[src/rtl/bus_port_pkg.sv]
package bus_port_pkg;
    // port width codes returned by the addressed device
    localparam logic [1:0] PORT_32 = 2'h0;
    localparam logic [1:0] PORT_8 = 2'h1;
    localparam logic [1:0] PORT_16 = 2'h2;
    localparam logic [1:0] PORT_NONE = 2'h3;
    // transfer size codes on the size outputs
    localparam logic [1:0] SIZE_LONG = 2'h0;
    localparam logic [1:0] SIZE_BYTE = 2'h1;
    localparam logic [1:0] SIZE_WORD = 2'h2;
    localparam logic [1:0] SIZE_3B = 2'h3;
    // widths
    localparam int ADDR_W = 32;
    localparam int DATA_W = 32;
    localparam int SPACE_W = 3;
    // reset values
    localparam logic [31:0] ADDR_RST = 32'h0000_0000;
    localparam logic [31:0] DATA_RST = 32'h0000_0000;
    // bus cycle states
    typedef enum logic [2:0] {
        ST_IDLE = 3'h0,
        ST_ADDR = 3'h1,
        ST_WAIT = 3'h2,
        ST_END = 3'h3
    } cyc_state_e;
endpackage

[src/rtl/external_bus_transfer_port.sv]
`timescale 1ns/100ps
`default_nettype none
// external bus master port: one transfer per request, sized by the request, port width reported back
module external_bus_transfer_port (
    // clock and reset
    input wire logic clk,
    input wire logic reset,
    // mode straps
    input wire logic syncMode,
    input wire logic fastTerm,
    // core request side
    input wire logic reqValid,
    output logic reqReady,
    input wire logic reqWrite,
    input wire logic [2:0] reqSpace,
    input wire logic [1:0] reqSize,
    input wire logic [31:0] reqAddr,
    input wire logic [31:0] reqWdata,
    // core answer side
    output logic rspValid,
    output logic [31:0] rspRdata,
    output logic [1:0] rspPort,
    output logic rspErr,
    // bus outputs
    output logic [31:0] busAddr,
    output logic [31:0] busDataOut,
    output logic busDataOe,
    output logic cycleStart_n,
    output logic readWrite,
    output logic [2:0] busSpace,
    output logic [1:0] busSize,
    output logic addrStrobe_n,
    output logic dataStrobe_n,
    // bus inputs
    input wire logic [31:0] busDataIn,
    input wire logic ack0_n,
    input wire logic ack1_n,
    input wire logic busErr_n
);
    bus_port_pkg::cyc_state_e state_r; // cycle sequencer
    logic [34:0] sampled; // resolved data, acks and error
    logic [1:0] ackIn; // resolved termination, active high
    logic errIn; // resolved bus error, active high
    logic termSeen; // termination recognised this clock

    // inputs through falling-edge sampler
    input_sampler #(.W(35)) u_sampler (
        .clk(clk),
        .reset(reset),
        .syncMode(syncMode),
        .pinIn({~busErr_n, ~ack1_n, ~ack0_n, busDataIn}),
        .sampled(sampled)
    );

    assign ackIn = sampled[33:32];
    assign errIn = sampled[34];
    // any width ack or error ends the cycle
    assign termSeen = (ackIn != 2'h0) || errIn;

    // decode port width from acks; none means no termination
    // ack0 alone means a byte port, ack1 alone a word port, both a long port
    function automatic logic [1:0] port_code(input logic [1:0] ack);
        port_code = ~{ack[0], ack[1]};
    endfunction

    // sequencer: start, address, wait states, end
    always_ff @(posedge clk or posedge reset) begin
        if (reset) begin
            state_r <= bus_port_pkg::ST_IDLE;
        end else begin
            unique case (state_r)
                bus_port_pkg::ST_IDLE: begin
                    if (reqValid) begin
                        state_r <= bus_port_pkg::ST_ADDR;
                    end
                end
                bus_port_pkg::ST_ADDR: begin
                    // fast termination skips input wait
                    if (fastTerm) begin
                        state_r <= bus_port_pkg::ST_END;
                    end else begin
                        state_r <= bus_port_pkg::ST_WAIT;
                    end
                end
                bus_port_pkg::ST_WAIT: begin
                    // hold open until device terminates
                    if (termSeen) begin
                        state_r <= bus_port_pkg::ST_END;
                    end
                end
                bus_port_pkg::ST_END: begin
                    state_r <= bus_port_pkg::ST_IDLE;
                end
                default: begin
                    state_r <= bus_port_pkg::ST_IDLE;
                end
            endcase
        end
    end

    // latch address and control for the cycle
    always_ff @(posedge clk or posedge reset) begin
        if (reset) begin
            busAddr <= bus_port_pkg::ADDR_RST;
            busDataOut <= bus_port_pkg::DATA_RST;
            readWrite <= 1'b1;
            busSpace <= 3'h0;
            busSize <= bus_port_pkg::SIZE_LONG;
        end else if (state_r == bus_port_pkg::ST_IDLE && reqValid) begin
            busAddr <= reqAddr;
            busDataOut <= reqWdata;
            readWrite <= ~reqWrite;
            busSpace <= reqSpace;
            busSize <= reqSize;
        end
    end

    // start pulse in first clock, strobes through the cycle
    always_ff @(posedge clk or posedge reset) begin
        if (reset) begin
            cycleStart_n <= 1'b1;
            addrStrobe_n <= 1'b1;
            dataStrobe_n <= 1'b1;
            busDataOe <= 1'b0;
        end else begin
            cycleStart_n <= ~(state_r == bus_port_pkg::ST_IDLE && reqValid);
            // strobes go high on termination
            if (state_r == bus_port_pkg::ST_IDLE && reqValid) begin
                addrStrobe_n <= 1'b0;
                dataStrobe_n <= ~reqWrite ? 1'b0 : 1'b1;
                busDataOe <= reqWrite;
            end else if (state_r == bus_port_pkg::ST_ADDR) begin
                dataStrobe_n <= 1'b0;
                if (fastTerm) begin
                    addrStrobe_n <= 1'b1;
                    dataStrobe_n <= 1'b1;
                end
            end else if (state_r == bus_port_pkg::ST_WAIT && termSeen) begin
                addrStrobe_n <= 1'b1;
                dataStrobe_n <= 1'b1;
            end else if (state_r == bus_port_pkg::ST_END) begin
                busDataOe <= 1'b0;
            end
        end
    end

    // answer: read data, port width, error at end of cycle
    always_ff @(posedge clk or posedge reset) begin
        if (reset) begin
            rspValid <= 1'b0;
            rspRdata <= bus_port_pkg::DATA_RST;
            rspPort <= bus_port_pkg::PORT_NONE;
            rspErr <= 1'b0;
        end else begin
            rspValid <= 1'b0;
            if (state_r == bus_port_pkg::ST_WAIT && termSeen) begin
                rspValid <= 1'b1;
                rspRdata <= sampled[31:0];
                rspPort <= port_code(ackIn);
                rspErr <= errIn;
            end else if (state_r == bus_port_pkg::ST_ADDR && fastTerm) begin
                // chip-select region is assumed full width
                rspValid <= 1'b1;
                rspRdata <= busDataIn;
                rspPort <= bus_port_pkg::PORT_32;
                rspErr <= 1'b0;
            end
        end
    end

    assign reqReady = (state_r == bus_port_pkg::ST_IDLE);
endmodule
`default_nettype wire

[src/rtl/input_sampler.sv]
`timescale 1ns/100ps
`default_nettype none
// captures bus inputs on the falling edge, then a rising-edge stage, optionally through a third stage
module input_sampler #(
    parameter int W = 8
) (
    // clock and reset
    input wire logic clk,
    input wire logic reset,
    // mode
    input wire logic syncMode,
    // inputs from pins and resolved result
    input wire logic [W-1:0] pinIn,
    output logic [W-1:0] sampled
);
    logic [W-1:0] fallCap_r; // falling-edge capture, read only by the next stage
    logic [W-1:0] stage2_r; // resolved copy in rising-edge domain
    logic [W-1:0] stage3_r; // extra stage for asynchronous mode

    // latch level at falling edge of the clock
    always_ff @(negedge clk or posedge reset) begin
        if (reset) begin
            fallCap_r <= '0;
        end else begin
            fallCap_r <= pinIn;
        end
    end

    // second flop gives metastable capture time to settle
    always_ff @(posedge clk or posedge reset) begin
        if (reset) begin
            stage2_r <= '0;
            stage3_r <= '0;
        end else begin
            stage2_r <= fallCap_r;
            stage3_r <= stage2_r;
        end
    end

    // async mode pays one more clock of latency
    assign sampled = syncMode ? stage2_r : stage3_r;
endmodule
`default_nettype wire

[config.mk]
export PLATFORM = sky130hd
export DESIGN_NAME = external_bus_transfer_port
export DESIGN_NICKNAME = d
export VERILOG_FILES = /design/src/rtl/bus_port_pkg.sv /design/src/rtl/external_bus_transfer_port.sv /design/src/rtl/input_sampler.sv
export SDC_FILE = /design/constraint.sdc
export NUM_CORES = 1
export LEC_CHECK = 0
export ABC_AREA = 1
export BUFFER_PORTS_ARGS = -buffer_cell sky130_fd_sc_hd__buf_2
export CAP_MARGIN = 20
export CORE_ASPECT_RATIO = 1.1
export CORE_MARGIN = 4
export CORE_UTILIZATION = 56
export DETAILED_ROUTE_END_ITERATION = 10
export PLACE_DENSITY = 0.91
export SETUP_SLACK_MARGIN = 0.15
export SYNTH_ARGS = -nofsm -noshare
export SYNTH_HDL_FRONTEND = slang
export SYNTH_SLANG_ARGS = --single-unit
[constraint.sdc]
create_clock -name clk -period 19.7 [get_ports clk]
set_clock_uncertainty 0.2 [all_clocks]
set_input_delay 3.94 -clock clk [delete_from_list [all_inputs] [get_ports clk]]
set_output_delay 3.94 -clock clk [all_outputs]
set_load 0.005 [all_outputs]
Yosys cells after proc, flatten, opt, wreduce, memory -nomap -nowiden
Index checks and enable logic that the tools add are counted.
Storage, ports and cells
  memories: 0
  bits in latches: 0
  bits in read-only memories: 0
  register bits after elaboration: 218
  bits of input ports: 110
  output and inout bits: 111
  RAM bits: 0
Cells by class
  divide/modulo/power cells: 0
  multiply operators: 0
  add/sub/neg operators: 0
  equality and inequality tests: 8
  reduce and logical (&&, ||, !) cells: 12
  bitwise gates (word level): 6
  order comparisons: 0
  multiplexer cells: 25
  shift-type cells: 0
Operators by type and width (count)
  2-to-1 mux 32 bit: 2
  2-to-1 mux 35 bit: 1
  2-to-1 mux 1 bit: 17
  one-hot mux 3 bit (3 select lines): 1
  != test 2 bit, second input constant: 4
  == test 3 x 2 -> 1 bit, second input constant: 2
  2-to-1 mux 3 bit: 2
  nonzero test 2 bit: 3
  inverter 1 bit: 5
  2-to-1 mux 2 bit: 2
  AND reduction 2 bit: 2
  == test 3 x 1 -> 1 bit, second input constant: 1
  logical AND 1 bit: 3
  zero test 3 bit: 1
  != test 3 bit, second input constant: 1
  AND reduction 3 bit: 1
  nonzero test 3 bit: 1
  inverter 2 bit: 1
  logical OR 1 bit: 1

Longest topological paths before layout
Gate-level depths: netlist of the first run.
  word-level depth: 7
  gate-level depth with buffers: 11

Cells and area by module
From an unflattened synthesis of the first run, not the netlist that was laid out.
Unflattened totals
  cells, all modules: 758
  area total of the unflattened synthesis: 7883.8 um2
Modules (own cells, without submodules)
  external_bus_transfer_port: area each 4745.8 um2, cells each 539, sequential area each 2810.2 um2, instances 1
  input_sampler: area each 3138.0 um2, cells each 219, sequential area each 2627.5 um2, instances 1

==> results of run 1 <==
==> path summary, 6_finish.rpt <==
| kind | from | cells after the start | end | slack (ps) |
|---|---|---|---|---|
| worst max-delay path | reset | 3 | u_sampler.fallCap_r[19] | 5020 |
| worst min-delay path | u_sampler.stage2_r[9] | 0 | u_sampler.stage3_r[9] | 170 |
| worst max register to register | u_sampler.fallCap_r[8] | 0 | u_sampler.stage2_r[8] | 9140 |
| worst min register to register | u_sampler.stage2_r[9] | 0 | u_sampler.stage3_r[9] | 170 |
| max in group clk | busDataIn[15] | 1 | u_sampler.fallCap_r[15] | 5940 |
| min in group asynchronous | reset | 2 | u_sampler.stage2_r[31] | 3430 |
==> synth_stat cells <==
| cell | instances | share of area |
|---|---|---|
| a21oi_1 | 1 | 0.00064 |
| a31o_2 | 1 | 0.0011 |
| buf_1 | 3 | 0.0014 |
| buf_2 | 8 | 0.0051 |
| buf_4 | 2 | 0.0019 |
| buf_6 | 3 | 0.0043 |
| clkbuf_1 | 19 | 0.0091 |
| dfrtn_1 | 35 | 0.11 |
| dfrtp_1 | 176 | 0.56 |
| dfstp_2 | 6 | 0.020 |
| ha_1 | 5 | 0.0079 |
| inv_1 | 49 | 0.023 |
| inv_2 | 2 | 0.00095 |
| inv_6 | 1 | 0.0011 |
| mux2i_1 | 32 | 0.041 |
| nand2_1 | 327 | 0.16 |
| nand2_2 | 1 | 0.00080 |
| nand2_4 | 2 | 0.0029 |
| nand3_1 | 69 | 0.044 |
| nand3_4 | 1 | 0.0022 |
| nand4_1 | 1 | 0.00080 |
| nor2_1 | 4 | 0.0019 |
| o21ai_0 | 4 | 0.0025 |
| o21bai_1 | 1 | 0.00095 |
==> layer usage <==
metal | vias to the layer above | global-route usage | wire (um)
li1 | 2748 | - | -
met1 | 2792 | 0.297 | 7460
met2 | 216 | 0.401 | 9430
met3 | 44 | 0.0442 | 1160
met4 | 0 | 0.0800 | 597
met5 | - | 0 | 0
==> registers in the layout (all words and copies together) (netlist names), 3 cells and up <==
register / flops
u_sampler.fallCap_r: 35
u_sampler.stage2_r: 35
u_sampler.stage3_r: 35
busAddr: 32
busDataOut: 32
rspRdata: 32
busSpace: 3
==> report_power, final <==
part           internal, mW  switching [mW]  total, mW
sequential            0.573          0.0679      0.641
combinational         0.171           0.267      0.438
clock                 0.287           0.163      0.450
total                  1.03           0.499       1.53
==> cells by family (layout without fill, tap and decap cells) <==
kind of cell | Yosys count | in the layout
adders and majority gates | 5 | 5
DFF | 217 | 217
buffers and inverters | 87 | 317
AOI/OAI and AO/OA | 7 | 7
and+or+nand+nor | 405 | 405
muxes | 32 | 32
==> final cells by class <==
| type | instances | share of cell area |
|---|---|---|
| tap | 188 | 0.0237 |
| inverter | 52 | 0.0206 |
| multi-input combinational | 449 | 0.208 |
| sequential | 217 | 0.548 |
| clock inverter | 8 | 0.0140 |
| clock buffer | 31 | 0.0671 |
| timing repair buffer | 226 | 0.118 |
==> worst max-delay path: stages <==
cell	delay, ps
buf_2	110
clkinvlp_4	570
buf_4	640
==> flow_metrics.tcl, run 1 <==
set metrics [dict create \
    cts_hold_buffers 0 \
    syn-num-nets 868 \
    gp_congestion 0.771 \
    postCtsSetupBuffers 0 \
    rsz0062_at_grt "no" \
    grt_pass1_wl_um 29900 \
    fp.dieW_um 121 \
    start_util 0.571 \
    final_antenna_net_count 0 \
    syn_to_final_growth_pct 26.0 \
    grtUsageTotal 0.233 \
    setup_viol 0 \
    synth.avg_cell_area_um2 10.5 \
    fin_hold_ws_ps 174 \
    finish.utilization 0.719 \
    num_io_pins 221 \
    critPathRequiredTime_ps 10320 \
    cts_tree "yes" \
    syn_inst 753 \
    cts_buffers 22 \
    grt_overflow_total 0 \
    final_cell_area_um2 9920 \
    place_area_um2 9090 \
    clockRootBuffer "clkbuf_16" \
    outcome "finished clean" \
    clock_latency_ps 500 \
    power_mw 1.53 \
    nFillCells 947 \
    cts_sinks 217 \
    crit_arrival_ps 5300 \
    die_area_um2 16000 \
    synth_xor_area_frac 0 \
    power_density_nw_per_um2 154 \
    cp-end-kind "async pin" \
    io_buffers 220 \
    via_count 5800 \
    grt_pass1_vias 6000 \
    final_common_cell "nand2_1" \
    grt_max_degree 127 \
    final-max-slew-violation-count 0 \
    synth_compound_area_frac 0.00524 \
    vias_per_cell 4.95 \
    drv_cap 0 \
    yosys.area_share.adder 0.00795 \
    dp_hpwl_um 12200 \
    ys_seq_elements 217 \
    drive_above_1_share 0.283 \
    drt-pass1-iter-count 4 \
    pre_cts_ws_ps 4410 \
    tightest_slew_ps 870 \
    final_cell_mix "nand2_1, buf_2, dfrtp_1" \
    coreArea_um2 13800 \
    setup-tns-final_ps 0 \
    n_antenna_cell 0 \
    hold_path_class "reg -> reg" \
    cellLeakagePower_nw 5.55 \
    synth-simple-area-share 0.208 \
    worstPathMaxFanout 52 \
    ctsResizeCount 0 \
    clk_pin_slew_ps 60 \
    synth_top_family_by_area "simple AND/OR/NAND/NOR gates" \
    critPathKind "in -> async" \
    peakVddDrop_mv 0.110 \
    ys_types 24 \
    cts_buffer_depth 3 \
    final-seq-area_um2 5440 \
    antenna_found_initial 0 \
    drc 0 \
    yosysSeqAreaShare 0.691 \
    critPathLaunchType "input pin" \
    wl_per_cell_um 15.9 \
    layout.nets 1083 \
    rows 45 \
    drt_iter0_drc 389 \
    finalHoldViolCount 0 \
    die_h_um 132 \
    synth_warnings 0 \
    synth_mux_area_frac 0.0407 \
    slew_headroom 0.419 \
    multi_input_area_um2 2070 \
    final_cells 1171 \
    syn_area_um2 7870 \
    htree_levels 1 \
    place_inst 1131 \
    setup_slack_ps 5020 \
    wl_um 18700 \
]
Power figures use the tool's default switching activity.
==> run 2: changes to the inputs <==
--- a/config.mk
+++ b/config.mk
@@ -5,14 +5,14 @@
 export SDC_FILE = /design/constraint.sdc
 export NUM_CORES = 1
 export LEC_CHECK = 0
-export ABC_AREA = 1
+export ABC_AREA = 0
 export BUFFER_PORTS_ARGS = -buffer_cell sky130_fd_sc_hd__buf_2
 export CAP_MARGIN = 20
 export CORE_ASPECT_RATIO = 1.1
 export CORE_MARGIN = 4
-export CORE_UTILIZATION = 56
+export CORE_UTILIZATION = 51
 export DETAILED_ROUTE_END_ITERATION = 10
-export PLACE_DENSITY = 0.91
+export PLACE_DENSITY = 0.85
 export SETUP_SLACK_MARGIN = 0.15
 export SYNTH_ARGS = -nofsm -noshare
 export SYNTH_HDL_FRONTEND = slang
==> constraint.sdc (replaced) <==
create_clock -name clk -period 15.3 [get_ports clk]
set_clock_uncertainty 0.2 [all_clocks]
set_input_delay 3.06 -clock clk [delete_from_list [all_inputs] [get_ports clk]]
set_output_delay 3.06 -clock clk [all_outputs]
set_load 0.005 [all_outputs]
==> run 2 against run 1 <==
  * Worst hold slack worse by 5.9 ps
  * Critical path depth unchanged
  * Global-route usage down 4.5 points
  * Area after synthesis is 3.6% lower
  * Die area increased by 5.4%
  * Sequential cell count stayed put
==> flow_metrics.tcl, run 2 <==
set metrics [dict create \
    clockRootBuffer "clkbuf_16" \
    die_h_um 136 \
    async_flop_share 1.00 \
    dp_hpwl_um 11000 \
    yosys.area.top_type "dfrtp_1" \
    drt-pass1-iter-count 4 \
    syn_to_final_growth_pct 26.5 \
    final_common_cell "buf_2" \
    antenna_found_initial 0 \
    worstPathMaxFanout 180 \
    synth_warnings 0 \
    final_antenna_net_count 0 \
    drv_cap 0 \
    grt_pass1_vias 5185 \
    start_util 0.523 \
    io_buffers 220 \
    cts_tree "yes" \
    cellLeakagePower_nw 4.68 \
    drt_iter0_drc 201 \
    hold_path_class "reg -> reg" \
    synth.avg_cell_area_um2 15.6 \
    final-seq-area_um2 5440 \
    synthTopCellsByCount "dfrtp_1, mux2_2, a21oi_1, dfrtn_1" \
    synth_most_common_cell "dfrtp_1" \
    ctsResizeCount 0 \
    drc 0 \
    outcome "finished clean" \
    clk_pin_slew_ps 60 \
    layout.nets 823 \
    grt_overflow_total 0 \
    critPathKind "in -> async" \
    finish.utilization 0.662 \
    vias_per_cell 5.10 \
    die_area_um2 16900 \
    postCtsSetupBuffers 0 \
    drive_above_1_share 0.477 \
    peakVddDrop_mv 0.155 \
    finalHoldViolCount 0 \
    wl_um 16200 \
    ys_types 29 \
    syn-num-nets 601 \
    power_density_nw_per_um2 197 \
    gp_congestion 0.743 \
    synth_top_cell_area_share 0.580 \
    crit_arrival_ps 4020 \
    coreArea_um2 14500 \
    clock_latency_ps 490 \
    setup-tns-final_ps 0 \
    htree_levels 1 \
    layout_top_registers "u_sampler.fallCap_r (35), u_sampler.stage2_r (35), u_sampler.stage3_r (35)" \
    grtUsageTotal 0.189 \
    slew_headroom 0.335 \
    cts_buffer_depth 3 \
    tightest_slew_ps 997 \
    syn_area_um2 7590 \
    final_cell_mix "buf_2, dfrtp_1, mux2_2" \
    final-max-slew-violation-count 0 \
    nFillCells 1062 \
    cts_buffers 22 \
    rsz0062_at_grt "no" \
    fp.dieW_um 124 \
    via_count 4671 \
    ys_seq_elements 217 \
    multi_input_area_um2 2010 \
    cts_sinks 217 \
    cts_hold_buffers 0 \
    synth_flop_cell "dfrtp_1" \
    rows 46 \
    setup_viol 0 \
    cp-end-kind "async pin" \
    wl_per_cell_um 17.7 \
    fin_hold_ws_ps 168 \
    grt_pass1_wl_um 26200 \
    syn_inst 486 \
    n_antenna_cell 0 \
    critPathLaunchType "input pin" \
    yosysSeqAreaShare 0.717 \
    synth_edf_count 0 \
    critPathRequiredTime_ps 8010 \
    yosys-top-cells-area "dfrtp_1, dfrtn_1, mux2_2, mux2i_1, a211oi_1" \
    num_io_pins 221 \
    grt_max_degree 181 \
]
run 2: changes by cell type in the layout (fill, tap and decap cells not counted), sizes merged, moves of 3 or more:
cell | before | now
nand2 | 330 | 6
mux2 | 0 | 74
nand3 | 70 | 3
inv | 51 | 6
a21oi | 1 | 35
a211oi | 0 | 32
nor2b | 0 | 32
clkinv | 4 | 7
run 2: worst paths after layout:
check / from / endpoint / slack, ps / cells past startpoint
max reg2reg: u_sampler.fallCap_r[14] / u_sampler.stage2_r[14] / 6940 / 0
min reg2reg: u_sampler.stage2_r[27] / u_sampler.stage3_r[27] / 170 / 0
max: reset / u_sampler.fallCap_r[32] / 3990 / 3
min: u_sampler.stage2_r[27] / u_sampler.stage3_r[27] / 170 / 0
max in group clk: busDataIn[28] / u_sampler.fallCap_r[28] / 4620 / 1
min in group asynchronous: reset / busAddr[18] / 2560 / 3
run 2: kinds of logic after synthesis:
logic type                 after synthesis  share of synthesized area
and+or+nand+nor                         48                     0.0402
AOI/OAI and AO/OA                       77                     0.0632
muxes                                  106                      0.152
DFF                                    217                      0.717
adders and majority gates                5                    0.00824
buffers and inverters                   33                     0.0198
run 2: report_power, final:
group	total (mW)	switching [mW]	internal, mW
clock	0.525	0.202	0.323
combinational	0.535	0.256	0.278
sequential	0.835	0.0880	0.747
total	1.89	0.546	1.35
run 2: per-stage QoR:
stage / instance area [um^2] / power (mW) / setup slack [ps] / instances
final: 9600 / 1.89 / 3990 / 916
after global routing: 9600 / 2.01 / 3850 / 916
after global placement: 8850 / 1.34 / 3550 / 875
after floorplan: 7590 / 1.13 / 1700 / 486
after detailed placement: 8850 / 1.39 / 3510 / 875
after CTS: 9580 / 1.92 / 4040 / 915
run 2: final cells by class:
class                           instances  area share
Sequential cell                       217       0.566
Multi-Input combinational cell        236       0.209
Timing Repair Buffer                  224       0.120
Clock buffer                           31      0.0662
Tap cell                              192      0.0250
Clock inverter                          9     0.00990
Inverter                                7     0.00313
run 2: routing by layer:
layer	global-route usage	routed length (um)	part of all wire
met1	0.237	6300	0.39
met5	0	0	0
met2	0.331	8620	0.53
met3	0.0361	748	0.046
met4	0.0688	496	0.031
run 2: worst max-delay path: stages:
cell and delay, ps:
buf_2 110, clkinvlp_4 70, buf_12 520
